### config.mk
export PLATFORM = sky130hd
export DESIGN_NAME = tod_counter_flat
export DESIGN_NICKNAME = d
export VERILOG_FILES = /design/src/rtl/tod_pkg.sv /design/src/rtl/tod_link_if.sv /design/src/rtl/tod_step_adder.sv /design/src/rtl/tod_counter.sv /design/src/flat_wrapper.sv
export SDC_FILE = /design/constraint.sdc
export NUM_CORES = 1
export LEC_CHECK = 0
export ABC_AREA = 1
export BUFFER_PORTS_ARGS = -buffer_cell sky130_fd_sc_hd__buf_2
export CAP_MARGIN = 25
export CORE_ASPECT_RATIO = 1.25
export CORE_MARGIN = 5
export CORE_UTILIZATION = 45
export CTS_BUF_LIST = sky130_fd_sc_hd__clkbuf_8
export DETAILED_ROUTE_END_ITERATION = 8
export GPL_TIMING_DRIVEN = 1
export PLACE_DENSITY = 0.65
export SLEW_MARGIN = 10
export SYNTH_ARGS = -nofsm -noshare
export SYNTH_HDL_FRONTEND = slang
export SYNTH_HIERARCHICAL = 1
export SYNTH_SLANG_ARGS = --single-unit
### constraint.sdc
create_clock -name clk_sys -period 12.25 [get_ports clk_sys]
set_clock_uncertainty 0.05 [all_clocks]
set_input_delay 0 -clock clk_sys [delete_from_list [all_inputs] [get_ports clk_sys]]
set_output_delay 0 -clock clk_sys [all_outputs]
set_load 0.05 [all_outputs]
### src/rtl/tod_pkg.sv
// Shared constants for the time-of-day counter and its loader end.
package tod_pkg;

   // Register indices on the 2-bit register address.
   localparam logic [1:0] REG_INCR_PERIOD = 2'h0;
   localparam logic [1:0] REG_OFFSET_PERIOD = 2'h1;
   localparam logic [1:0] REG_ADJ_COUNT = 2'h2;
   localparam logic [1:0] REG_DRIFT = 2'h3;

   // Register data width and field positions.
   localparam int REG_W = 32;
   localparam int FRAC_LSB = 0;
   localparam int FRAC_W = 16;
   localparam int WHOLE_LSB = 16;
   localparam int WHOLE_W = 4;
   localparam int PERIOD_W = 20;
   localparam int ADJ_COUNT_W = 20;
   localparam int DRIFT_INTERVAL_LSB = 20;
   localparam int DRIFT_INTERVAL_W = 12;

   // Reset values of the period fields and of the read data.
   localparam logic [3:0] INCR_WHOLE_NS_RESET = 4'h6;
   localparam logic [15:0] INCR_FRAC_NS_RESET = 16'h6666;
   localparam logic [3:0] OFFSET_ADJ_WHOLE_NS_RESET = 4'h6;
   localparam logic [15:0] OFFSET_ADJ_FRAC_NS_RESET = 16'h6666;
   localparam logic [31:0] RDATA_RESET = 32'h00000000;

   // Timestamp layouts.
   localparam int FULL_W = 96;
   localparam int SHORT_W = 64;
   localparam int NS_W = 32;
   localparam int SEC_W = 48;
   localparam int LONG_NS_W = 48;
   localparam int FULL_NS_LSB = 16;
   localparam int FULL_SEC_LSB = 48;
   localparam int LOAD_SEC_LSB = 64;
   localparam int LOAD_SEC_W = 32;
   localparam int SHORT_NS_LSB = 16;

   // Nanoseconds in one second.
   localparam logic [31:0] NS_PER_SEC = 32'h3B9ACA00;

endpackage

### src/rtl/tod_link_if.sv
// Interface joining the time-of-day counter and its loader end.
`timescale 1ns/1ps
interface tod_link_if;
   logic [1:0] reg_addr;
   logic reg_read;
   logic reg_write;
   logic [31:0] reg_wdata;
   logic [31:0] reg_rdata;
   logic full_load_strobe;
   logic [95:0] full_load_value;
   logic short_load_strobe;
   logic [63:0] short_load_value;
   logic [95:0] stamp_full_out;
   logic [63:0] stamp_short_out;

   // The counter end.
   modport device (
      input reg_addr, reg_read, reg_write, reg_wdata,
      output reg_rdata,
      input full_load_strobe, full_load_value, short_load_strobe, short_load_value,
      output stamp_full_out, stamp_short_out
   );

   // The loader and register master end.
   modport host (
      output reg_addr, reg_read, reg_write, reg_wdata,
      input reg_rdata,
      output full_load_strobe, full_load_value, short_load_strobe, short_load_value,
      input stamp_full_out, stamp_short_out
   );
endinterface

### src/rtl/tod_step_adder.sv
// Adds one step to a nanosecond and fractional nanosecond count.
`timescale 1ns/1ps
module tod_step_adder #(
   parameter int NSW = 32,
   parameter bit WRAP = 1'b1
) (
   // Current count.
   input wire logic [NSW-1:0] ns_in,
   input wire logic [15:0] frac_in,
   // Step to add.
   input wire logic [4:0] step_ns,
   input wire logic [15:0] step_frac,
   // Next count.
   output logic [NSW-1:0] ns_out,
   output logic [15:0] frac_out,
   output logic sec_carry
);
   logic [16:0] frac_sum;
   logic [NSW:0] ns_sum;
   logic [NSW:0] ns_wrapped;

   // Fraction carries into nanoseconds, and nanoseconds wrap at one second when asked.
   always_comb begin
      frac_sum = {1'b0, frac_in} + {1'b0, step_frac};
      ns_sum = {1'b0, ns_in} + (NSW+1)'(step_ns) + (NSW+1)'(frac_sum[16]);
      ns_wrapped = ns_sum - (NSW+1)'(tod_pkg::NS_PER_SEC);
      frac_out = frac_sum[15:0];
      ns_out = ns_sum[NSW-1:0];
      sec_carry = 1'b0;
      if (WRAP && (ns_sum >= (NSW+1)'(tod_pkg::NS_PER_SEC))) begin
         ns_out = ns_wrapped[NSW-1:0];
         sec_carry = 1'b1;
      end
   end
endmodule

### src/rtl/tod_counter.sv
// Time-of-day counter end: configuration registers and the two timestamp counters.
`timescale 1ns/1ps
module tod_counter #(
   parameter logic [3:0] incr_whole_ns_reset_param = tod_pkg::INCR_WHOLE_NS_RESET,
   parameter logic [15:0] incr_frac_ns_reset_param = tod_pkg::INCR_FRAC_NS_RESET,
   parameter logic [3:0] offset_adj_whole_ns_reset_param = tod_pkg::OFFSET_ADJ_WHOLE_NS_RESET,
   parameter logic [15:0] offset_adj_frac_ns_reset_param = tod_pkg::OFFSET_ADJ_FRAC_NS_RESET
) (
   // Clock and resets.
   input wire logic clk_sys,
   input wire logic rst,
   input wire logic csr_rst_n,
   input wire logic period_rst_n,
   // Link to the loader end.
   tod_link_if.device link
);
   typedef struct packed {
      logic [1:0] csr_rst_sync;
      logic [1:0] tk_rst_sync;
      logic [3:0] incr_whole_ns;
      logic [15:0] incr_frac_ns;
      logic [3:0] offset_adj_whole_ns;
      logic [15:0] offset_adj_frac_ns;
      logic [19:0] offset_adj_cycle_count;
      logic [19:0] drift_corr_amount;
      logic [11:0] drift_corr_interval;
      logic adj_start;
      logic [31:0] rdata;
      logic [19:0] act_incr;
      logic [19:0] act_offset;
      logic [19:0] act_drift;
      logic [11:0] act_interval;
      logic [19:0] adj_remaining;
      logic [11:0] drift_cnt;
      logic [47:0] sec;
      logic [31:0] ns;
      logic [15:0] frac;
      logic [47:0] long_ns;
      logic [15:0] long_frac;
   } state_s;

   localparam state_s RESET_STATE = '{
      incr_whole_ns: incr_whole_ns_reset_param,
      incr_frac_ns: incr_frac_ns_reset_param,
      offset_adj_whole_ns: offset_adj_whole_ns_reset_param,
      offset_adj_frac_ns: offset_adj_frac_ns_reset_param,
      act_incr: {incr_whole_ns_reset_param, incr_frac_ns_reset_param},
      act_offset: {offset_adj_whole_ns_reset_param, offset_adj_frac_ns_reset_param},
      rdata: tod_pkg::RDATA_RESET,
      default: '0
   };

   state_s q;
   state_s d;
   logic csr_clr;
   logic tk_clr;
   logic drift_fire;
   logic [19:0] period_sel;
   logic [20:0] step;
   logic [31:0] ns_next;
   logic [15:0] frac_next;
   logic sec_carry;
   logic [47:0] long_ns_next;
   logic [15:0] long_frac_next;

   // Full stamp counter step with wrap of nanoseconds into seconds.
   tod_step_adder #(
      .NSW(tod_pkg::NS_W),
      .WRAP(1'b1)
   ) u_full_add (
      .ns_in(q.ns),
      .frac_in(q.frac),
      .step_ns(step[20:16]),
      .step_frac(step[15:0]),
      .ns_out(ns_next),
      .frac_out(frac_next),
      .sec_carry(sec_carry)
   );

   // Short stamp counter step; its nanoseconds never wrap.
   tod_step_adder #(
      .NSW(tod_pkg::LONG_NS_W),
      .WRAP(1'b0)
   ) u_short_add (
      .ns_in(q.long_ns),
      .frac_in(q.long_frac),
      .step_ns(step[20:16]),
      .step_frac(step[15:0]),
      .ns_out(long_ns_next),
      .frac_out(long_frac_next),
      .sec_carry()
   );

   // Reset synchronisers, register access, staging and the counters.
   always_comb begin
      d = q;
      d.csr_rst_sync = {q.csr_rst_sync[0], csr_rst_n};
      d.tk_rst_sync = {q.tk_rst_sync[0], period_rst_n};
      csr_clr = ~q.csr_rst_sync[1];
      tk_clr = ~q.tk_rst_sync[1];
      d.adj_start = 1'b0;

      // Register writes are taken on the clk_sys edge.
      if (link.reg_write) begin
         case (link.reg_addr)
            tod_pkg::REG_INCR_PERIOD: begin
               d.incr_frac_ns = link.reg_wdata[tod_pkg::FRAC_LSB +: tod_pkg::FRAC_W];
               d.incr_whole_ns = link.reg_wdata[tod_pkg::WHOLE_LSB +: tod_pkg::WHOLE_W];
            end
            tod_pkg::REG_OFFSET_PERIOD: begin
               d.offset_adj_frac_ns = link.reg_wdata[tod_pkg::FRAC_LSB +: tod_pkg::FRAC_W];
               d.offset_adj_whole_ns = link.reg_wdata[tod_pkg::WHOLE_LSB +: tod_pkg::WHOLE_W];
            end
            tod_pkg::REG_ADJ_COUNT: begin
               d.offset_adj_cycle_count = link.reg_wdata[tod_pkg::ADJ_COUNT_W-1:0];
               d.adj_start = 1'b1;
            end
            tod_pkg::REG_DRIFT: begin
               d.drift_corr_amount = link.reg_wdata[tod_pkg::PERIOD_W-1:0];
               d.drift_corr_interval = link.reg_wdata[tod_pkg::DRIFT_INTERVAL_LSB +: tod_pkg::DRIFT_INTERVAL_W];
            end
            default: begin
               d.adj_start = 1'b0;
            end
         endcase
      end

      // A read answers on the next edge; the count register shows cycles still to adjust.
      if (link.reg_read) begin
         case (link.reg_addr)
            tod_pkg::REG_INCR_PERIOD: d.rdata = {12'h000, q.incr_whole_ns, q.incr_frac_ns};
            tod_pkg::REG_OFFSET_PERIOD: d.rdata = {12'h000, q.offset_adj_whole_ns, q.offset_adj_frac_ns};
            tod_pkg::REG_ADJ_COUNT: d.rdata = {12'h000, q.adj_remaining};
            tod_pkg::REG_DRIFT: d.rdata = {q.drift_corr_interval, q.drift_corr_amount};
            default: d.rdata = tod_pkg::RDATA_RESET;
         endcase
      end

      // Configuration reaches the counter one edge after it is stored.
      d.act_incr = {q.incr_whole_ns, q.incr_frac_ns};
      d.act_offset = {q.offset_adj_whole_ns, q.offset_adj_frac_ns};
      d.act_drift = q.drift_corr_amount;
      d.act_interval = q.drift_corr_interval;

      // Offset period runs while cycles remain; a fresh write restarts the count.
      period_sel = (q.adj_remaining != 20'h00000) ? q.act_offset : q.act_incr;
      if (q.adj_start) begin
         d.adj_remaining = q.offset_adj_cycle_count;
      end else if (q.adj_remaining != 20'h00000) begin
         d.adj_remaining = q.adj_remaining - 20'h00001;
      end

      // Drift correction fires on the last cycle of each interval; zero turns it off.
      drift_fire = (q.act_interval != 12'h000) && (q.drift_cnt == (q.act_interval - 12'h001));
      d.drift_cnt = drift_fire ? 12'h000 : q.drift_cnt + 12'h001;
      if (q.act_interval == 12'h000) begin
         d.drift_cnt = 12'h000;
      end
      step = {1'b0, period_sel} + {1'b0, (drift_fire ? q.act_drift : 20'h00000)};

      // Full counter: a load strobe wins over the increment.
      if (link.full_load_strobe) begin
         d.frac = link.full_load_value[tod_pkg::FRAC_LSB +: tod_pkg::FRAC_W];
         d.ns = link.full_load_value[tod_pkg::FULL_NS_LSB +: tod_pkg::NS_W];
         d.sec = {16'h0000, link.full_load_value[tod_pkg::LOAD_SEC_LSB +: tod_pkg::LOAD_SEC_W]};
      end else begin
         d.frac = frac_next;
         d.ns = ns_next;
         d.sec = q.sec + {47'h0, sec_carry};
      end

      // Short counter: its own load strobe wins over the increment.
      if (link.short_load_strobe) begin
         d.long_frac = link.short_load_value[tod_pkg::FRAC_LSB +: tod_pkg::FRAC_W];
         d.long_ns = link.short_load_value[tod_pkg::SHORT_NS_LSB +: tod_pkg::LONG_NS_W];
      end else begin
         d.long_frac = long_frac_next;
         d.long_ns = long_ns_next;
      end

      // Register side reset.
      if (csr_clr) begin
         d.incr_whole_ns = RESET_STATE.incr_whole_ns;
         d.incr_frac_ns = RESET_STATE.incr_frac_ns;
         d.offset_adj_whole_ns = RESET_STATE.offset_adj_whole_ns;
         d.offset_adj_frac_ns = RESET_STATE.offset_adj_frac_ns;
         d.offset_adj_cycle_count = RESET_STATE.offset_adj_cycle_count;
         d.drift_corr_amount = RESET_STATE.drift_corr_amount;
         d.drift_corr_interval = RESET_STATE.drift_corr_interval;
         d.adj_start = 1'b0;
         d.rdata = RESET_STATE.rdata;
      end

      // Timekeeping side reset.
      if (tk_clr) begin
         d.act_incr = RESET_STATE.act_incr;
         d.act_offset = RESET_STATE.act_offset;
         d.act_drift = RESET_STATE.act_drift;
         d.act_interval = RESET_STATE.act_interval;
         d.adj_remaining = RESET_STATE.adj_remaining;
         d.drift_cnt = RESET_STATE.drift_cnt;
         d.sec = RESET_STATE.sec;
         d.ns = RESET_STATE.ns;
         d.frac = RESET_STATE.frac;
         d.long_ns = RESET_STATE.long_ns;
         d.long_frac = RESET_STATE.long_frac;
      end
   end

   // State register.
   always_ff @(posedge clk_sys or posedge rst) begin
      if (rst) begin
         q <= RESET_STATE;
      end else begin
         q <= d;
      end
   end

   // Outputs come straight from the state flip-flops.
   assign link.reg_rdata = q.rdata;
   assign link.stamp_full_out = {q.sec, q.ns, q.frac};
   assign link.stamp_short_out = {q.long_ns, q.long_frac};
endmodule

### src/flat_wrapper.sv
// flat-port wrapper written by rule: the top's interface ports become plain ports
module tod_counter_flat 
#(
   parameter logic [3:0] incr_whole_ns_reset_param = tod_pkg::INCR_WHOLE_NS_RESET,
   parameter logic [15:0] incr_frac_ns_reset_param = tod_pkg::INCR_FRAC_NS_RESET,
   parameter logic [3:0] offset_adj_whole_ns_reset_param = tod_pkg::OFFSET_ADJ_WHOLE_NS_RESET,
   parameter logic [15:0] offset_adj_frac_ns_reset_param = tod_pkg::OFFSET_ADJ_FRAC_NS_RESET
)
  (clk_sys, rst, csr_rst_n, period_rst_n, link_reg_addr, link_reg_read, link_reg_write, link_reg_wdata, link_reg_rdata, link_full_load_strobe, link_full_load_value, link_short_load_strobe, link_short_load_value, link_stamp_full_out, link_stamp_short_out);
  tod_link_if link_i ();
  input wire logic clk_sys;
  input wire logic rst;
  input wire logic csr_rst_n;
  input wire logic period_rst_n;
  input wire logic [$bits(link_i.reg_addr)-1:0] link_reg_addr;
  input wire logic [$bits(link_i.reg_read)-1:0] link_reg_read;
  input wire logic [$bits(link_i.reg_write)-1:0] link_reg_write;
  input wire logic [$bits(link_i.reg_wdata)-1:0] link_reg_wdata;
  output wire logic [$bits(link_i.reg_rdata)-1:0] link_reg_rdata;
  input wire logic [$bits(link_i.full_load_strobe)-1:0] link_full_load_strobe;
  input wire logic [$bits(link_i.full_load_value)-1:0] link_full_load_value;
  input wire logic [$bits(link_i.short_load_strobe)-1:0] link_short_load_strobe;
  input wire logic [$bits(link_i.short_load_value)-1:0] link_short_load_value;
  output wire logic [$bits(link_i.stamp_full_out)-1:0] link_stamp_full_out;
  output wire logic [$bits(link_i.stamp_short_out)-1:0] link_stamp_short_out;
  assign link_i.reg_addr = link_reg_addr;
  assign link_i.reg_read = link_reg_read;
  assign link_i.reg_write = link_reg_write;
  assign link_i.reg_wdata = link_reg_wdata;
  assign link_reg_rdata = link_i.reg_rdata;
  assign link_i.full_load_strobe = link_full_load_strobe;
  assign link_i.full_load_value = link_full_load_value;
  assign link_i.short_load_strobe = link_short_load_strobe;
  assign link_i.short_load_value = link_short_load_value;
  assign link_stamp_full_out = link_i.stamp_full_out;
  assign link_stamp_short_out = link_i.stamp_short_out;
  tod_counter #(.incr_whole_ns_reset_param(incr_whole_ns_reset_param), .incr_frac_ns_reset_param(incr_frac_ns_reset_param), .offset_adj_whole_ns_reset_param(offset_adj_whole_ns_reset_param), .offset_adj_frac_ns_reset_param(offset_adj_frac_ns_reset_param)) u_core (.clk_sys(clk_sys), .rst(rst), .csr_rst_n(csr_rst_n), .period_rst_n(period_rst_n), .link(link_i));
endmodule
==> metrics.yaml, run 1 <==
routing:
  route.detailed.drc: 0
  firstDrtPassIters: 6
  vias: 26200
  routed_via_density: 5.191
  wire_per_inst_um: 18.07
  detail-route-antenna-nets: 0
  routed_wl_um: 91190
  drtIter0Drc: 1974
layout:
  fill_cells: 5917
  multi_input_area_mm2: 0.01327
  area_delta_synth_final_pct: 17.36
  regArea_mm2: 0.009888
  instances_no_fill: 5047
  drive_gt1_share_pct: 16.22
  nNetsFinal: 4502
  post-route-util_pct: 53.22
yosys:
  syn_avg_cell_area_um2: 7.002
  syn-cell-area_mm2: 0.02695
  synth_nets: 4126
  syn_inst: 3849
  yosysWarnings: 6
floorplan:
  dieArea_mm2: 0.06491
  rows: 100
  die_x_um: 228.9
  initial_core_util_pct: 45.35
  io_pins: 394
  fp.coreArea_mm2: 0.05943
  die_h_um: 283.6
critical_path:
  crit_type: "reg -> reg"
  slowest_delay_ns: 0.57
  cp-end-kind: "register"
  critPathSlowestCell: "dlygate4sd3_1"
  cp_max_fo: 34
  arrival_ns: 10.56
  cp-start-kind: "register"
  cp.required_ns: 12.76
  crit_top_cell: "nand2_1"
pwr:
  sequentialPowerShare_pct: 37.7
  internal_power_mw: 2.520
  netSwitchingFraction_pct: 38.20
  clockPowerShare_pct: 31.5
  p_switching_mw: 1.557
  irDropWorstVdd_mv: 0.1004
  combPwrFrac_pct: 30.8
  p_leak_nw: 16.26
  power_density_mw_per_mm2: 128.9
clocking:
  ctsResizeCount: 0
  clkLatencyLatePin_ns: 0.66
  h-tree-depth: 3
  clk_pin_slew_ns: 0.07
  cts.path.max_buffers: 3
  cts_tree: "yes"
  post-cts-setup-buffer-count: 0
  cts_buffers: 69
  clockRootBuffer: "clkbuf_8"
  clock-sinks: 393
  ctsHoldBuffers: 208
timing:
  final_max_slew_viol_count: 0
  period_share_pct: 82.06
  final-setup-viol-count: 0
  fin_crit_ns: 10.05
  finalSetupTns_ns: 0
  worst_pin_slew_ns: 0.9940
  relSlewSlack_pct: 33.66
  hold_violations: 0
  clock.fmax_mhz: 99.48
  rsz0062_at_grt: "false"
placement:
  detailed_place_hpwl_um: 67030
  gp_congestion: 0.9724
  io_buffers: 377
  place_inst: 4708
global_route:
  grt_util_all_layers_pct: 27.14
  antenna_found_initial: 3
  grt_pass1_wl_um: 141800
  grt_pass1_vias: 25590
  grt_max_degree: 130
  grt_overflow_total: 0
hold_path:
  worst_hold_path_type: "in -> reg"
run:
  cap_viol_max_count: 0
status:
  status: "finished, final reports clean"
-- worst paths after layout --
check,start,endpoint,cells past startpoint,slack (ns)
worst max-delay path,u_core/q[192]$_DFF_PP0_,u_core/link.stamp_full_out[60]$_DFF_PP0_,50,2.20
worst min-delay path,link_short_load_strobe,u_core/link.stamp_short_out[1]$_DFF_PP0_,4,0.05
worst max register to register,u_core/q[192]$_DFF_PP0_,u_core/link.stamp_full_out[60]$_DFF_PP0_,50,2.20
worst min register to register,u_core/d[390]$_DFF_PP0_,u_core/q[390]$_DFF_PP0_,0,0.30
max in group asynchronous,rst,u_core/link.reg_rdata[13]$_DFFE_PP0P_,7,9.59
min in group asynchronous,rst,u_core/link.stamp_short_out[26]$_DFF_PP0_,4,0.44
-- per-stage QoR --
step / hold WS (ns) / worst slack (ns) / power (mW) / instance area [um^2]
after floorplan: -0.01857 / 1.340 / 2.460 / 26950
after detailed placement: 0.06055 / 2.612 / 2.738 / 28030
after global placement: 0.05890 / 2.762 / 2.731 / 28010
final: 0.04734 / 2.198 / 4.077 / 31630
after global routing: 0.05892 / 1.314 / 4.314 / 31630
after CTS: 0.00006056 / 2.310 / 4.100 / 31560
-- power by group through the flow --
| stage | registers (mW) | clock network, mW | logic, mW |
|---|---|---|---|
| 2_1_floorplan | 1.50 | 0 | 0.958 |
| 3_3_place_gp | 1.56 | 0 | 1.18 |
| 3_5_place_dp | 1.56 | 0 | 1.18 |
| 4_1_cts | 1.53 | 1.32 | 1.24 |
| 5_1_grt | 1.55 | 1.38 | 1.38 |
| 6_report | 1.54 | 1.29 | 1.25 |
-- critical path, delay by kind of cell, from the launching register on --
kind                       cells  cell delay (ns)
and+or+nand+nor               30             4.43
xor gates and xnor gates       2             0.49
buffers and inverters          6             1.12
adders and majority gates      9             3.00
AOI/OAI and AO/OA              3             0.47
DFF                            1             0.39
-- registers in the layout (all words and copies together), names as in the netlist --
name                         cells
u_core/d                         2
u_core/link.reg_rdata           32
u_core/link.stamp_full_out      96
u_core/q                       199
u_core/link.stamp_short_out     64
-- layout make-up --
cell class / instances / share of cell area, %
inverter: 499 / 5.950
tap: 765 / 3.026
antenna: 3 / 0.02374
multi-input combinational: 2656 / 41.96
sequential: 393 / 31.26
clock buffer: 89 / 3.873
timing repair buffer: 606 / 13.18
clock inverter: 36 / 0.7279
-- layout by cell type (no fill, tap or decap), drive strengths merged, types with 48 or more instances in the layout --
| master | n |
|---|---|
| o22ai | 48 |
| a21oi | 95 |
| nand2 | 895 |
| nand3 | 240 |
| nor2 | 693 |
| ha | 68 |
| nand4 | 65 |
| o21ai | 263 |
| buf | 397 |
| dlygate4sd3 | 209 |
| inv | 521 |
| xor2 | 74 |
| clkbuf | 89 |
| dfrtp | 353 |
-- layer usage --
metal | vias to the layer above | part of all wire [%] | routed length [um] | global-route usage [%]
li1 | 12790 | - | - | -
met1 | 12230 | 41 | 37180 | 33.06
met2 | 962 | 49 | 45100 | 47.86
met3 | 217 | 5.4 | 4944 | 3.953
met4 | 0 | 4.4 | 3970 | 11.79
met5 | - | 0 | 0 | 0
(Power assumes the default switching activity.)
==> run 2, diff against run 1 <==
--- a/config.mk
+++ b/config.mk
@@ -5,7 +5,7 @@
 export SDC_FILE = /design/constraint.sdc
 export NUM_CORES = 1
 export LEC_CHECK = 0
-export ABC_AREA = 1
+export ABC_AREA = 0
 export BUFFER_PORTS_ARGS = -buffer_cell sky130_fd_sc_hd__buf_2
 export CAP_MARGIN = 25
 export CORE_ASPECT_RATIO = 1.25
@@ -14,7 +14,7 @@
 export CTS_BUF_LIST = sky130_fd_sc_hd__clkbuf_8
 export DETAILED_ROUTE_END_ITERATION = 8
 export GPL_TIMING_DRIVEN = 1
-export PLACE_DENSITY = 0.65
+export PLACE_DENSITY = 0.66
 export SLEW_MARGIN = 10
 export SYNTH_ARGS = -nofsm -noshare
 export SYNTH_HDL_FRONTEND = slang
==> constraint.sdc (replaced) <==
create_clock -name clk_sys -period 10.3 [get_ports clk_sys]
set_clock_uncertainty 0.05 [all_clocks]
set_input_delay 0 -clock clk_sys [delete_from_list [all_inputs] [get_ports clk_sys]]
set_output_delay 0 -clock clk_sys [all_outputs]
set_load 0.05 [all_outputs]
==> run 2 against run 1 <==
  * Clock power increased by 8%
  * Cell area fell by 6.3%
  * Global-route usage fell by 4.6 points
  * Highest routed layer unchanged
  * Critical path depth decreased by 6
  * Cell count down 27%
==> metrics.yaml, run 2 <==
timing:
  final.setup.worst_slack_ns: 0.5073
  period_share_pct: 95.07
  final-setup-viol-count: 0
  final_max_slew_viol_count: 0
  worst_pin_slew_ns: 1.100
  relSlewSlack_pct: 26.46
  fin_hold_ws_ns: 0.06850
  clock.fmax_mhz: 102.1
  fin_crit_ns: 9.793
  hold_violations: 0
layout:
  multi_input_area_mm2: 0.01278
  top_register: "u_core/q"
  layout_commonest_cell: "buf_2"
  drive_gt1_share_pct: 23.19
  fill_cells: 4704
  layout_common_cells: "375 x buf_2, 350 x dfrtp_1, 255 x nand2_1"
  largest_register_ffs: 199
  regArea_mm2: 0.009891
  instances_no_fill: 3709
  area_delta_synth_final_pct: 20.37
  nNetsFinal: 3203
global_route:
  grt_pass1_vias: 20320
  antenna_found_initial: 7
  grt_overflow_total: 0
  grt_util_all_layers_pct: 22.52
  grt_pass1_wl_um: 109000
  grt_max_degree: 181
routing:
  route.detailed.drc: 0
  wire_per_inst_um: 18.70
  vias: 19740
  routed_wl_um: 69350
  detail-route-antenna-nets: 0
  drtIter0Drc: 1065
  routed_via_density: 5.323
  firstDrtPassIters: 5
hold_path:
  worst_hold_path_type: "in -> reg"
pwr:
  finalPower_mw: 4.345
  power_density_mw_per_mm2: 146.7
  irDropWorstVdd_mv: 0.09579
  p_leak_nw: 13.98
placement:
  gp_congestion: 0.8766
  detailed_place_hpwl_um: 48270
  place_inst: 3350
  dp_slack_ns: 0.09961
  io_buffers: 377
floorplan:
  fp.coreArea_mm2: 0.05396
  initial_core_util_pct: 45.61
  die_h_um: 271.5
  die_x_um: 219.2
  rows: 95
  io_pins: 394
  dieArea_mm2: 0.05950
clocking:
  clockRootBuffer: "clkbuf_8"
  clock-sinks: 393
  clk_pin_slew_ns: 0.07
  h-tree-depth: 3
  cts.path.max_buffers: 3
  cts_tree: "yes"
  cts_buffers: 68
  clkLatencyLatePin_ns: 0.67
critical_path:
  cp.required_ns: 10.78
  critPathSlowestCell: "dlygate4sd3_1"
  timing.rr.end: "u_core/link.stamp_full_out[71]$_DFF_PP0_"
  rr_startpoint: "u_core/q[195]$_DFF_PP0_"
  crit_start: "u_core/q[195]$_DFF_PP0_"
  cp-end-kind: "register"
  critPathCapture: "u_core/link.stamp_full_out[71]$_DFF_PP0_"
  slowest_delay_ns: 0.54
  crit_type: "reg -> reg"
  cp-start-kind: "register"
  cp_max_fo: 13
  r2r_slack_ns: 0.51
  ff2ff_path_depth: 44
  arrival_ns: 10.27
yosys:
  syn_avg_cell_area_um2: 9.771
  syn_inst: 2519
  synth_nets: 2796
  yosysWarnings: 6
  syn-cell-area_mm2: 0.02461
run:
  cap_viol_max_count: 0
status:
  status: "finished, final reports clean"
run 2: how the worst min path moves through the flow:
| stage | start | endpoint | slack, ns | depth (start not counted) |
|---|---|---|---|---|
| after floorplan | period_rst_n | u_core/d[390]$_DFF_PP0_ | -0.02 | 0 |
| after global placement | rst | u_core/q[390]$_DFF_PP0_ | -0.12 | 2 |
| after detailed placement | rst | u_core/link.stamp_full_out[95]$_DFF_PP0_ | -0.11 | 2 |
| after CTS | link_reg_wdata[27] | u_core/q[304]$_DFFE_PP0P_ | 0.005 | 3 |
| after global routing | link_reg_wdata[31] | u_core/q[308]$_DFFE_PP0P_ | 0.05 | 3 |
| final | link_full_load_value[88] | u_core/link.stamp_full_out[72]$_DFF_PP0_ | 0.07 | 3 |
run 2: worst max-delay path: cells and delay by family (launching register included):
| family | cells | cell delay (ns) |
|---|---|---|
| XOR/XNOR | 3 | 0.42 |
| AND/OR/NAND/NOR | 9 | 1.87 |
| flip-flops | 1 | 0.44 |
| buffers and inverters | 5 | 1.16 |
| adder cells (fa/ha/maj) | 6 | 1.85 |
| AO/OA/AOI/OAI | 21 | 3.88 |
run 2: routing by layer:
| layer | share of wire, % | global-route usage (%) | up-vias |
|---|---|---|---|
| li1 | - | - | 9336 |
| met1 | 41 | 27.67 | 9548 |
| met5 | 0 | 0 | - |
| met2 | 50 | 38.53 | 686 |
| met3 | 5.1 | 3.411 | 172 |
| met4 | 4.3 | 11.11 | 0 |
run 2: what timing repair did:
action                                  in CTS  in global routing
hold buffers                               217                  1
endpoints found under the setup margin       0                 47
endpoints found under the hold margin      394                 23
setup buffers                                0                 10
resized for setup                            0                 24
run 2: stage by stage:
| step | utilization (%) | setup TNS, ns | area, um^2 |
|---|---|---|---|
| 3_5_place_dp | 47.83 | 0 | 25810 |
| 4_1_cts | 54.30 | 0 | 29300 |
| 6_report | 54.90 | 0 | 29630 |
| 3_3_place_gp | 47.83 | 0 | 25810 |
| 2_1_floorplan | - | 0 | 24620 |
| 5_1_grt | 54.90 | -0.1285 | 29630 |
run 2: final cells by class:
class | instances | area share [%]
antenna | 7 | 0.05912
multi-input combinational | 1776 | 43.14
sequential | 393 | 33.38
clock buffer | 80 | 3.716
timing repair buffer | 645 | 15.34
clock inverter | 39 | 0.7348
inverter | 42 | 0.5532
tap | 727 | 3.070
run 2: power by group:
| group | switching (mW) | internal (mW) |
|---|---|---|
| registers | 0.114 | 1.65 |
| clock network | 0.674 | 0.716 |
| logic | 0.719 | 0.477 |
| total | 1.51 | 2.84 |
